<file path="config.mk">
export PLATFORM = sky130hd
export DESIGN_NAME = usbfs_port_ctrl
export DESIGN_NICKNAME = d
export VERILOG_FILES = /design/src/core/usbfs_pkg.sv /design/src/core/usbfs_sync.sv /design/src/core/usbfs_skid.sv /design/src/core/usbfs_port_ctrl.sv
export VERILOG_INCLUDE_DIRS = /design/src /design/src/core
export SDC_FILE = /design/constraint.sdc
export NUM_CORES = 1
export LEC_CHECK = 0
export ABC_CLOCK_PERIOD_IN_PS = 3000
export BUFFER_PORTS_ARGS = -buffer_cell sky130_fd_sc_hd__buf_2
export CAP_MARGIN = 20
export CELL_PAD_IN_SITES_DETAIL_PLACEMENT = 2
export CELL_PAD_IN_SITES_GLOBAL_PLACEMENT = 2
export CORE_MARGIN = 5
export CORE_UTILIZATION = 35
export CTS_BUF_LIST = sky130_fd_sc_hd__clkbuf_2
export CTS_CLUSTER_DIAMETER = 60
export CTS_CLUSTER_SIZE = 14
export DETAILED_ROUTE_END_ITERATION = 6
export HOLD_SLACK_MARGIN = 0.12
export PLACE_DENSITY_LB_ADDON = 0.2
export SETUP_SLACK_MARGIN = 0.15
export SLEW_MARGIN = 5
export SYNTH_ARGS = -nofsm -noshare
export SYNTH_HDL_FRONTEND = slang
export SYNTH_SLANG_ARGS = --single-unit
</file>
<file path="constraint.sdc">
create_clock -name sys_clk_i -period 3 [get_ports sys_clk_i]
set_input_delay 0.9 -clock sys_clk_i [delete_from_list [all_inputs] [get_ports sys_clk_i]]
set_output_delay 0.9 -clock sys_clk_i [all_outputs]
set_load 0.01 [all_outputs]
</file>
<file path="src/core/usbfs_defines.svh">
// Constants for the full-speed port control block.
// Assumes inclusion by bare name from the core/ files.
`ifndef USBFS_DEFINES_SVH
`define USBFS_DEFINES_SVH
// ----------------------------------------------------------------
// Identity and endpoint layout
// ----------------------------------------------------------------
`define USBFS_PERIPH_ID 6'h23
`define USBFS_DUAL_BANK_MASK 8'hf6
`define USBFS_EP_ZERO 3'h0
// ----------------------------------------------------------------
// Packet identifiers and setup packet layout
// ----------------------------------------------------------------
`define USBFS_PID_ACK 4'h2
`define USBFS_PID_NAK 4'ha
`define USBFS_PID_STALL 4'he
`define USBFS_PID_DATA0 4'h3
`define USBFS_PID_DATA1 4'hb
`define USBFS_SETUP_LAST 3'h7
`define USBFS_LEN_LO_IDX 3'h6
`define USBFS_DIR_BIT 7
// ----------------------------------------------------------------
// Timing
// ----------------------------------------------------------------
`define USBFS_CLK_MHZ 100
`define USBFS_BUS_CLK_TIMEOUT_NS 100
`define USBFS_BUS_CLK_TIMEOUT_CYC ((`USBFS_BUS_CLK_TIMEOUT_NS * `USBFS_CLK_MHZ) / 1000)
`endif

</file>
<file path="src/core/usbfs_pkg.sv">
// Types shared by the port control block.
// Assumes usbfs_defines.svh is compiled alongside.
package usbfs_pkg;
	// ----------------------------------------------------------------
	// Token kinds and control stages
	// ----------------------------------------------------------------
	typedef enum logic [1:0] {TOK_SETUP, TOK_IN, TOK_OUT} usbfs_tok_t;
	typedef enum logic [2:0] {
		ST_IDLE, ST_SETUP_RX, ST_DATA_IN, ST_DATA_OUT, ST_STATUS_IN, ST_STATUS_OUT
	} usbfs_stage_t;
endpackage : usbfs_pkg

</file>
<file path="src/core/usbfs_sync.sv">
// Three-stage synchroniser for asynchronous pin inputs.
// Assumes one destination clock; output moves once stages two and three agree.
`timescale 1ns/10ps
module usbfs_sync #(
	parameter int WIDTH = 3
) (
	input wire logic sys_clk_i,
	input wire logic rst_i,
	input wire logic [WIDTH-1:0] d_i,
	output logic [WIDTH-1:0] q_o
);
	logic [WIDTH-1:0] s1, s2, s3;
	logic [WIDTH-1:0] next_q;
	// ----------------------------------------------------------------
	// Agreement filter, per bit
	// ----------------------------------------------------------------
	for (genvar i = 0; i < WIDTH; i++) begin : g_bit
		always_comb begin
			next_q[i] = (s2[i] == s3[i]) ? s3[i] : q_o[i];
		end
	end
	// First stage feeds only the second
	always_ff @(posedge sys_clk_i or posedge rst_i) begin
		if (rst_i) begin
			s1 <= '0;
			s2 <= '0;
			s3 <= '0;
			q_o <= '0;
		end else begin
			s1 <= d_i;
			s2 <= s1;
			s3 <= s2;
			q_o <= next_q;
		end
	end
endmodule : usbfs_sync

</file>
<file path="src/core/usbfs_skid.sv">
// Two-entry buffer with valid and ready on both sides.
// Assumes one clock; all outputs come from flip-flops.
`timescale 1ns/10ps
module usbfs_skid (
	input wire logic sys_clk_i,
	input wire logic rst_i,
	input wire logic s_valid_i,
	input wire logic [7:0] s_data_i,
	output logic s_ready_o,
	output logic m_valid_o,
	output logic [7:0] m_data_o,
	input wire logic m_ready_i
);
	logic [7:0] tail, next_head, next_tail;
	logic next_hv, next_tv;
	logic push, pop;
	// ----------------------------------------------------------------
	// Ready falls only when both entries hold data
	// ----------------------------------------------------------------
	always_comb begin
		push = s_valid_i & s_ready_o;
		pop = m_valid_o & m_ready_i;
		next_head = m_data_o;
		next_tail = tail;
		next_hv = m_valid_o;
		next_tv = ~s_ready_o;
		if (pop && !s_ready_o) begin
			next_head = tail;
			next_tv = 1'b0;
		end else if (pop) begin
			next_head = s_data_i;
			next_hv = push;
		end else if (push && !m_valid_o) begin
			next_head = s_data_i;
			next_hv = 1'b1;
		end else if (push) begin
			next_tail = s_data_i;
			next_tv = 1'b1;
		end
	end
	always_ff @(posedge sys_clk_i or posedge rst_i) begin
		if (rst_i) begin
			m_data_o <= 8'h00;
			tail <= 8'h00;
			m_valid_o <= 1'b0;
			s_ready_o <= 1'b1;
		end else begin
			m_data_o <= next_head;
			tail <= next_tail;
			m_valid_o <= next_hv;
			s_ready_o <= ~next_tv;
		end
	end
endmodule : usbfs_skid

</file>
<file path="src/core/usbfs_port_ctrl.sv">
// Full-speed device port: pin ownership, pull control, control-transfer stages.
// Assumes tokens come from a same-clock serial engine; pins are asynchronous.
// ----------------------------------------------------------------
// Summary of operation
// - Pins serve the bus after reset; pin-select input hands them to GPIO.
// - Register side on sys clock; 48 MHz bus clock is watched for activity.
// - One interrupt line out; peripheral identifier 35 is reported.
// - In bus mode, transceiver disable turns pull-downs on; pull-up follows its enable bit.
// - Control traffic only on single-bank endpoints; else stalled.
// - Isochronous traffic only on dual-bank endpoints; else dropped.
// - Three token kinds: setup, data in, data out.
// - Status stage closes a control transfer, direction opposite data.
// - Status in answers a zero-length DATA1 packet.
// - Stall request aborts a running control transfer.
// - Endpoint zero is always a control endpoint.
// - Setup auto-acknowledged; flag held until cleared; interrupt while flag and enable are set.
// ----------------------------------------------------------------
`timescale 1ns/10ps
`include "usbfs_defines.svh"
module usbfs_port_ctrl (
	input wire logic sys_clk_i,
	input wire logic rst_i,
	input wire logic usb_bus_clock_48m_i,
	input wire logic system_io_pin_select_i,
	input wire logic transceiver_disable_i,
	input wire logic dplus_pullup_on_i,
	input wire logic usb_plus_line_i,
	input wire logic usb_minus_line_i,
	output logic usb_plus_line_o,
	output logic usb_minus_line_o,
	output logic usb_plus_line_oe_o,
	output logic usb_minus_line_oe_o,
	output logic pulldown_en_o,
	output logic pullup_en_o,
	input wire logic usb_tx_plus_i,
	input wire logic usb_tx_minus_i,
	input wire logic usb_tx_oe_i,
	output logic usb_rx_plus_o,
	output logic usb_rx_minus_o,
	input wire logic gpio_plus_out_i,
	input wire logic gpio_minus_out_i,
	input wire logic gpio_oe_i,
	output logic gpio_plus_in_o,
	output logic gpio_minus_in_o,
	output logic bus_clk_ok_o,
	input wire logic token_valid_i,
	input wire usbfs_pkg::usbfs_tok_t token_kind_i,
	input wire logic [2:0] token_ep_i,
	input wire logic token_iso_i,
	input wire logic token_zlp_i,
	input wire logic [2:0] ctrl_ep_i,
	input wire logic in_ready_i,
	input wire logic stall_req_i,
	output logic hs_valid_o,
	output logic [3:0] hs_pid_o,
	output logic hs_zlp_o,
	output logic iso_error_o,
	output usbfs_pkg::usbfs_stage_t ctrl_stage_o,
	input wire logic rx_valid_i,
	input wire logic [7:0] rx_data_i,
	output logic rx_ready_o,
	output logic fifo_valid_o,
	output logic [7:0] fifo_data_o,
	input wire logic fifo_ready_i,
	output logic setup_received_flag_o,
	input wire logic setup_flag_clr_i,
	input wire logic irq_enable_i,
	output logic irq_o,
	output logic [5:0] periph_id_o
);
	import usbfs_pkg::*;

	// ----------------------------------------------------------------
	// Endpoint decoding
	// ----------------------------------------------------------------
	function automatic logic is_dual(input logic [2:0] ep);
		logic [7:0] mask;
		mask = `USBFS_DUAL_BANK_MASK;
		is_dual = mask[ep];
	endfunction : is_dual

	// Endpoint zero is always control; so is the ctrl_ep_i endpoint, even when dual-bank
	function automatic logic is_ctrl(input logic [2:0] ep, input logic [2:0] cep);
		is_ctrl = (ep == `USBFS_EP_ZERO) || (ep == cep);
	endfunction : is_ctrl

	logic [2:0] pin_sync;
	logic ctrl_hit, setup_tok, in_tok, out_tok, rx_push;
	logic clk_prev, clk_edge;
	logic [7:0] clk_idle, next_clk_idle;
	logic next_clk_ok, next_clk_prev;
	logic next_dp, next_dm, next_dp_oe, next_dm_oe, next_pd, next_pu;
	logic next_hs_valid, next_hs_zlp, next_iso_err, next_flag, next_irq;
	logic [3:0] next_pid;
	logic [2:0] byte_idx, next_byte_idx;
	logic dir_in, next_dir_in, len_zero, next_len_zero, toggle, next_toggle;
	usbfs_stage_t next_stage;

	// ----------------------------------------------------------------
	// Pin and clock synchronisers
	// ----------------------------------------------------------------
	// Bus clock sampled as a level; edges faster than half our rate may merge
	usbfs_sync #(.WIDTH(3)) u_sync (
		.sys_clk_i(sys_clk_i),
		.rst_i(rst_i),
		.d_i({usb_bus_clock_48m_i, usb_minus_line_i, usb_plus_line_i}),
		.q_o(pin_sync)
	);

	// Setup and data bytes pass a two-entry buffer toward software
	usbfs_skid u_skid (
		.sys_clk_i(sys_clk_i),
		.rst_i(rst_i),
		.s_valid_i(rx_valid_i),
		.s_data_i(rx_data_i),
		.s_ready_o(rx_ready_o),
		.m_valid_o(fifo_valid_o),
		.m_data_o(fifo_data_o),
		.m_ready_i(fifo_ready_i)
	);

	// ----------------------------------------------------------------
	// Pin ownership and pull control
	// ----------------------------------------------------------------
	// Pulls are released in GPIO mode so they never fight a port driver
	always_comb begin
		next_dp = system_io_pin_select_i ? gpio_plus_out_i : usb_tx_plus_i;
		next_dm = system_io_pin_select_i ? gpio_minus_out_i : usb_tx_minus_i;
		next_dp_oe = system_io_pin_select_i ? gpio_oe_i
			: (usb_tx_oe_i & ~transceiver_disable_i);
		next_dm_oe = next_dp_oe;
		next_pd = transceiver_disable_i & ~system_io_pin_select_i;
		next_pu = dplus_pullup_on_i & ~system_io_pin_select_i;
	end

	always_ff @(posedge sys_clk_i or posedge rst_i) begin
		if (rst_i) begin
			usb_plus_line_o <= 1'b0;
			usb_minus_line_o <= 1'b0;
			usb_plus_line_oe_o <= 1'b0;
			usb_minus_line_oe_o <= 1'b0;
			pulldown_en_o <= 1'b0;
			pullup_en_o <= 1'b0;
			usb_rx_plus_o <= 1'b0;
			usb_rx_minus_o <= 1'b0;
			gpio_plus_in_o <= 1'b0;
			gpio_minus_in_o <= 1'b0;
			periph_id_o <= `USBFS_PERIPH_ID;
		end else begin
			usb_plus_line_o <= next_dp;
			usb_minus_line_o <= next_dm;
			usb_plus_line_oe_o <= next_dp_oe;
			usb_minus_line_oe_o <= next_dm_oe;
			pulldown_en_o <= next_pd;
			pullup_en_o <= next_pu;
			usb_rx_plus_o <= pin_sync[0] & ~system_io_pin_select_i;
			usb_rx_minus_o <= pin_sync[1] & ~system_io_pin_select_i;
			gpio_plus_in_o <= pin_sync[0] & system_io_pin_select_i;
			gpio_minus_in_o <= pin_sync[1] & system_io_pin_select_i;
			periph_id_o <= `USBFS_PERIPH_ID;
		end
	end

	// ----------------------------------------------------------------
	// Bus clock activity monitor
	// ----------------------------------------------------------------
	// Any edge of the synchronised 48 MHz clock restarts the quiet counter
	always_comb begin
		next_clk_prev = pin_sync[2];
		clk_edge = pin_sync[2] ^ clk_prev;
		next_clk_idle = clk_edge ? 8'h00 : clk_idle;
		if (!clk_edge && clk_idle != 8'(`USBFS_BUS_CLK_TIMEOUT_CYC)) begin
			next_clk_idle = clk_idle + 8'h01;
		end
		next_clk_ok = (next_clk_idle != 8'(`USBFS_BUS_CLK_TIMEOUT_CYC));
	end

	always_ff @(posedge sys_clk_i or posedge rst_i) begin
		if (rst_i) begin
			clk_prev <= 1'b0;
			clk_idle <= 8'h00;
			bus_clk_ok_o <= 1'b0;
		end else begin
			clk_prev <= next_clk_prev;
			clk_idle <= next_clk_idle;
			bus_clk_ok_o <= next_clk_ok;
		end
	end

	// ----------------------------------------------------------------
	// Control-transfer stage machine and handshake answer
	// ----------------------------------------------------------------
	// Only tokens for the control endpoint are answered here
	always_comb begin
		ctrl_hit = token_valid_i && is_ctrl(token_ep_i, ctrl_ep_i) && !token_iso_i;
		setup_tok = ctrl_hit && (token_kind_i == TOK_SETUP);
		in_tok = ctrl_hit && (token_kind_i == TOK_IN);
		out_tok = ctrl_hit && (token_kind_i == TOK_OUT);
		rx_push = rx_valid_i & rx_ready_o;
		next_stage = ctrl_stage_o;
		next_hs_valid = 1'b0;
		next_hs_zlp = 1'b0;
		next_pid = `USBFS_PID_NAK;
		next_iso_err = token_valid_i && token_iso_i && !is_dual(token_ep_i);
		next_byte_idx = byte_idx;
		next_dir_in = dir_in;
		next_len_zero = len_zero;
		next_toggle = toggle;
		if (ctrl_hit && is_dual(token_ep_i) && token_ep_i != `USBFS_EP_ZERO) begin
			next_hs_valid = 1'b1;
			next_pid = `USBFS_PID_STALL;
			next_stage = ST_IDLE;
		end else if (setup_tok) begin
			next_hs_valid = 1'b1;
			next_pid = `USBFS_PID_ACK;
			next_stage = ST_SETUP_RX;
			next_byte_idx = 3'h0;
			next_len_zero = 1'b1;
			next_toggle = 1'b1;
		end else if ((in_tok || out_tok) && stall_req_i && ctrl_stage_o != ST_IDLE) begin
			next_hs_valid = 1'b1;
			next_pid = `USBFS_PID_STALL;
			next_stage = ST_IDLE;
		end else begin
			unique case (ctrl_stage_o)
				ST_IDLE: begin
				end
				ST_SETUP_RX: begin
					if (rx_push) begin
						next_byte_idx = byte_idx + 3'h1;
						if (byte_idx == 3'h0) begin
							next_dir_in = rx_data_i[`USBFS_DIR_BIT];
						end
						if (byte_idx >= `USBFS_LEN_LO_IDX && rx_data_i != 8'h00) begin
							next_len_zero = 1'b0;
						end
						if (byte_idx == `USBFS_SETUP_LAST) begin
							if (next_len_zero) begin
								next_stage = ST_STATUS_IN;
							end else if (dir_in) begin
								next_stage = ST_DATA_IN;
							end else begin
								next_stage = ST_DATA_OUT;
							end
						end
					end
				end
				ST_DATA_IN: begin
					if (in_tok) begin
						next_hs_valid = 1'b1;
						if (in_ready_i) begin
							next_pid = toggle ? `USBFS_PID_DATA1 : `USBFS_PID_DATA0;
							next_toggle = ~toggle;
						end
					end else if (out_tok) begin
						next_stage = ST_STATUS_OUT;
					end
				end
				ST_DATA_OUT: begin
					if (out_tok) begin
						// Setup bytes still unread must not be overwritten
						next_hs_valid = 1'b1;
						next_pid = setup_received_flag_o ? `USBFS_PID_NAK : `USBFS_PID_ACK;
					end else if (in_tok) begin
						next_hs_valid = 1'b1;
						next_pid = `USBFS_PID_DATA1;
						next_hs_zlp = 1'b1;
						next_stage = ST_IDLE;
					end
				end
				ST_STATUS_IN: begin
					if (in_tok) begin
						next_hs_valid = 1'b1;
						next_pid = `USBFS_PID_DATA1;
						next_hs_zlp = 1'b1;
						next_stage = ST_IDLE;
					end
				end
				ST_STATUS_OUT: begin
					// Only an OUT token closes the status stage
					if (out_tok) begin
						next_hs_valid = 1'b1;
						next_pid = token_zlp_i ? `USBFS_PID_ACK : `USBFS_PID_STALL;
						next_stage = ST_IDLE;
					end
				end
			endcase
		end
	end

	always_ff @(posedge sys_clk_i or posedge rst_i) begin
		if (rst_i) begin
			ctrl_stage_o <= ST_IDLE;
			hs_valid_o <= 1'b0;
			hs_pid_o <= `USBFS_PID_NAK;
			hs_zlp_o <= 1'b0;
			iso_error_o <= 1'b0;
			byte_idx <= 3'h0;
			dir_in <= 1'b0;
			len_zero <= 1'b1;
			toggle <= 1'b0;
		end else begin
			ctrl_stage_o <= next_stage;
			hs_valid_o <= next_hs_valid;
			hs_pid_o <= next_pid;
			hs_zlp_o <= next_hs_zlp;
			iso_error_o <= next_iso_err;
			byte_idx <= next_byte_idx;
			dir_in <= next_dir_in;
			len_zero <= next_len_zero;
			toggle <= next_toggle;
		end
	end

	// ----------------------------------------------------------------
	// Setup flag and interrupt line
	// ----------------------------------------------------------------
	// A setup arriving with the clear keeps the flag set
	always_comb begin
		next_flag = (setup_received_flag_o & ~setup_flag_clr_i) | setup_tok;
		next_irq = next_flag & irq_enable_i;
	end

	always_ff @(posedge sys_clk_i or posedge rst_i) begin
		if (rst_i) begin
			setup_received_flag_o <= 1'b0;
			irq_o <= 1'b0;
		end else begin
			setup_received_flag_o <= next_flag;
			irq_o <= next_irq;
		end
	end
endmodule : usbfs_port_ctrl

</file>
==> impl_metrics.toml, run 1 <==
[drt]
wl_um = 7620
wl_per_cell_um = 16.1
drt_iter0_drc = 71
ant_nets = 0
viasPerCell = 5.01
drcViolationCount = 0
num_vias = 2365
firstDrtPassIters = 4

[setup_path]
required_ns = 2.10
r2r_setup_slack_ns = 0.94
cp.buffers_inverters = 1
crit_chain = "buf_2"
worstPathArrival_ns = 1.39
slowest_stage = "dfrtp_1"
crit_family = "flip-flops"
critPathMaxStageDelay_ns = 0.69
cp-end-kind = "primary output"
startpoint_type = "register"
crit_type = "register to primary output"
crit_fanout = 15

[die]
die_w_um = 105
die-height_um = 105
num_rows = 34
ios = 78
core_area_sq_um = 8720
dieArea_sq_um = 10900
start_util = 0.359

[finish]
stdcell_area_sq_um = 3700
final_cell_mix = "70 x buf_2, 63 x dfrtp_1, 25 x nand2_1"
ff_latch_area_sq_um = 1660
area_growth_pct = 18.2
drive_gt1_frac = 0.305
multi_input_area_sq_um = 1350
diodes = 0
top_regs = "clk_idle x8, u_skid.m_data_o x8, u_skid.tail x8"
layout_commonest_cell = "buf_2"
final_util = 0.425
nets = 405
n_fill_cell = 956

[placement]
numPortBuffers = 70
post-place-ws_ns = 0.332
hpwl_um = 5840
post_dp_cell_area_sq_um = 3580
gp_congestion = 0.736

[global_routing]
grt_pass1_wl_um = 13000
grt_usage = 0.144
antenna_found_initial = 0
grt_pass1_vias = 2624
grt-ovfl-total = 0
grt_max_degree = 67

[sta]
rsz0062_at_grt = "false"
worst_slew_pin_slew_ns = 0.789
setup_viol = 0
skew_ns = 0.0484
timing.final.ws_setup_ns = 0.714
fmax_ghz = 0.438
relSlewSlack = 0.472
fin_setup_tns_ns = 0
post-route-period-util = 0.762
drv_slew = 0
period_needed_ns = 2.29
hold_violations = 0

[synthesis]
synth_warnings = 0
postSynth.topFlopCell = "dfrtp_1"
ys_ff_latch = 66
ys_types = 55
seq_area_frac_synth = 0.528
netlist_instances = 286
async_flop_share = 1.00
syn_avg_cell_area_sq_um = 11.0
synth_edf_count = 0
synth_area_sq_um = 3130

[pwr]
ir_drop_mv = 0.241
switching_share = 0.307
leakage_uw = 0.00187
power_density_nw_per_um2 = 478
combPwrFrac = 0.123
p_clk_frac = 0.322
p_int_uw = 1230
sequentialPowerShare = 0.554
switchingPower_uw = 543

[clock_network]
cts_tree = "built"
cts.sink_count = 66
clock_latency_ns = 0.51
cts_resized = 0
cts_htree_levels = 3
cts_made_buffers = 9
cts_setup_buffers = 0
cts_hold_buf = 0
clkTransAtPathRegs_ns = 0.22
cts_root_buf = "clkbuf_2"
clk_path_buf_depth = 2

[min_path]
hp-class = "register to register"

[flow_run]
max-cap-violations = 0

[outcome]
status = "finished, final reports clean"
## cell usage after synthesis (all sizes together) (4+ instances only)
| cell | n | area (sq um) |
|---|---|---|
| dfrtp | 63 | 1580 |
| nand2 | 25 | 93.8 |
| nor2 | 20 | 75.1 |
| o21ai | 18 | 90.1 |
| inv | 15 | 56.3 |
| mux2 | 12 | 135 |
| mux2i | 12 | 120 |
| xor2 | 10 | 87.6 |
| buf | 9 | 65.1 |
| a21oi | 8 | 51.3 |
| ha | 7 | 87.6 |
| nand3 | 7 | 35.0 |
| clkbuf | 6 | 22.5 |
| nand2b | 6 | 37.5 |
| nor2b | 5 | 31.3 |
| a31oi | 4 | 40.0 |
| and2 | 4 | 27.5 |
| nand4 | 4 | 25.0 |
| nand4b | 4 | 35.0 |
| nor4 | 4 | 31.3 |
## worst paths after layout
kind	from	to	depth (start not counted)
worst min-delay path	u_sync.s1[1]	u_sync.s2[1]	0
min in group asynchronous	rst_i	clk_idle[0]	3
worst max register to register	ctrl_stage_o[1]	ctrl_stage_o[0]	5
worst min register to register	u_sync.s1[1]	u_sync.s2[1]	0
worst max-delay path	ctrl_stage_o[0]	ctrl_stage_o[0]	1
max in group asynchronous	rst_i	u_skid.s_ready_o	3
## final cells by class
type / count / share of cell area
Inverter: 15 / 0.0152
Timing Repair Buffer: 72 / 0.102
Clock inverter: 7 / 0.0216
Multi-Input combinational cell: 195 / 0.366
Clock buffer: 9 / 0.0122
Tap cell: 108 / 0.0365
Sequential cell: 66 / 0.447
## kinds of logic (layout without fill, tap and decap cells)
kind of cell / after synthesis / after routing / share of synthesized area
compound gates: 49 / 49 / 0.114
xor+xnor: 11 / 11 / 0.0307
fa+ha+maj: 10 / 10 / 0.0375
buf+inv: 30 / 103 / 0.0459
flops: 66 / 66 / 0.528
mux: 24 / 24 / 0.0814
other cells: 2 / 7 / 0.00240
simple gates: 94 / 94 / 0.160
## per-layer routing
layer,GRT usage,share of wire,wire (um),vias to the layer above
met5,0,0,0,-
met4,0.0466,0.012,92,0
met3,0.0339,0.045,341,8
met2,0.244,0.50,3780,53
met1,0.182,0.45,3400,1169
li1,-,-,-,1135
## power groups by stage
stage	registers [uW]	logic [uW]	clock network, uW
4_1_cts	982	224	597
3_3_place_gp	996	215	0
3_5_place_dp	998	222	0
2_1_floorplan	984	144	0
6_report	981	218	571
5_1_grt	990	248	644
## stage by stage
step	std cells	power (uW)	hold WS, ns
CTS	472	1800	0.385
detailed placement	456	1220	0.337
global placement	456	1210	0.333
global route	472	1880	0.373
finish	472	1770	0.380
floorplan	291	1130	0.331
No activity file was read; power rests on OpenSTA's default activity.
==> run 2, diff against run 1 <==
ABC_CLOCK_PERIOD_IN_PS = 2000   (was 3000)
CORE_UTILIZATION = 31   (was 35)
clock period = 2 ns   (was 3 ns; I/O delays follow)
==> run 2 against run 1 <==
Against the previous run:
- die area increased by 12%
- combinational power increased by 110%
- clock skew decreased by 0.014 ns
- cell area increased by 13%
- critical path depth increased by 7
- utilization about the same
- count of clock-buffer cells in the layout unchanged
- worst hold slack got worse by 0.16 ns
- global-route usage increased by 0.076 points
- sequential share of layout area decreased by 4.8 points
- first-iteration DRC count increased by 13%
- clock power increased by 45%
- critical endpoint is now ctrl_stage_o[2]
- largest cell class unchanged
==> impl_metrics.toml, run 2 (synthesized netlist as in run 1, its figures left out) <==
[global_routing]
antenna_found_initial = 0
grt_usage = 0.145
grt_pass1_wl_um = 14400
grt-ovfl-total = 0
grt_max_degree = 62
grt_pass1_vias = 2841

[finish]
diodes = 0
area_growth_pct = 33.0
multi_input_area_sq_um = 1440
drive_gt1_frac = 0.417
final_cell_mix = "66 x buf_2, 58 x dfrtp_1, 39 x buf_4"
layout_commonest_cell = "buf_2"
n_fill_cell = 1123
top_regs = "clk_idle x8, u_skid.m_data_o x8, u_skid.tail x8"
nets = 446
final_cell_count_no_fill = 538
ff_latch_area_sq_um = 1660

[sta]
period_needed_ns = 1.85
rsz0062_at_grt = "true"
relSlewSlack = 0.623
fin_setup_tns_ns = 0
hold_violations = 0
skew_ns = 0.0346
drv_slew = 0
setup_viol = 0
worst_slew_pin_slew_ns = 0.564
post-route-period-util = 0.924
fmax_ghz = 0.541

[pwr]
p_int_uw = 1920
ir_drop_mv = 0.273
p_clk_frac = 0.300
leakage_uw = 0.00211
power_density_nw_per_um2 = 661
sequentialPowerShare = 0.534
combPwrFrac = 0.167
switchingPower_uw = 836
switching_share = 0.303

[clock_network]
cts.sink_count = 66
clkTransAtPathRegs_ns = 0.20
cts_made_buffers = 9
cts_root_buf = "clkbuf_2"
clock_latency_ns = 0.50
cts_htree_levels = 3
clk_path_buf_depth = 2
cts_tree = "built"

[drt]
wl_um = 8780
viasPerCell = 4.76
firstDrtPassIters = 4
drt_iter0_drc = 80
wl_per_cell_um = 16.3
drcViolationCount = 0
ant_nets = 0
num_vias = 2561

[setup_path]
required_ns = 2.37
startpoint_type = "register"
rr_worst_depth = 8
cp-end-kind = "register"
crit_fanout = 5
crit_type = "register to register"
worstPathArrival_ns = 2.22

[outcome]
status = "finished, final reports clean"

[min_path]
holdPathStages = 1
hp-class = "primary input to register"

[die]
die-height_um = 111
core_area_sq_um = 9820
dieArea_sq_um = 12200
start_util = 0.319
die_w_um = 111
num_rows = 36
ios = 78

[placement]
hpwl_um = 6430
gp_congestion = 0.814
dp_cells = 505
numPortBuffers = 70

[flow_run]
max-cap-violations = 0
[run 2: power groups by stage]
stage          combinational [uW]  sequential, uW  clock, uW
2_1_floorplan                 222            1480          0
3_3_place_gp                  364            1490          0
3_5_place_dp                  376            1500          0
4_1_cts                       436            1470        863
5_1_grt                       507            1480        941
6_report                      460            1470        826
[run 2: metrics by stage]
step                utilization  setup slack [ns]  instance area [sq um]  power (uW)  hold slack, ns
CTS                       0.417             0.108                   4090        2770           0.159
detailed placement        0.390            -0.320                   3830        1880           0.338
global route              0.425            0.0582                   4170        2930           0.131
finish                    0.425             0.152                   4170        2760           0.220
floorplan                     -           0.00719                   3200        1700           0.331
global placement          0.390            -0.284                   3830        1860           0.335
[run 2: final timing paths]
check,from,end,slack [ns]
worst max-delay path,ctrl_stage_o[1],ctrl_stage_o[2],0.15
worst min-delay path,usb_plus_line_i,u_sync.s1[0],0.22
worst max register to register,ctrl_stage_o[1],ctrl_stage_o[2],0.15
worst min register to register,u_sync.s1[0],u_sync.s2[0],0.33
max in group asynchronous,rst_i,u_skid.s_ready_o,0.88
min in group asynchronous,rst_i,u_sync.s1[0],0.55
[run 2: area by class of cell]
cell class / instances / share of cell area
multi-input cells: 195 / 0.345
well taps: 133 / 0.0399
clock buffers: 9 / 0.0108
repair buffers: 113 / 0.173
clock inverters: 7 / 0.0186
flip-flops and latches: 66 / 0.399
inverters: 15 / 0.0144
[run 2: timing repair]
| action | in CTS | in global routing |
|---|---|---|
| setup buffers | 10 | 6 |
| setup endpoints to repair | 13 | 11 |
| hold buffers | 1 | 0 |
| gates resized for setup | 14 | 9 |
| pin swaps | 2 | 2 |
| endpoints found under the hold margin | 5 | 0 |
[run 2: critical path: stages (launching register included)]
cell      delay, ns
dfrtp_2        0.49
buf_6          0.13
buf_4          0.13
nor2_1         0.15
o21bai_1       0.08
o211a_1        0.16
a31oi_4        0.27
mux2i_1        0.22
a21boi_1       0.10
[run 2: routing by layer]
layer	part of all wire	GRT usage
met1	0.44	0.175
met2	0.53	0.253
met3	0.028	0.0356
met4	0.0064	0.0452
met5	0	0
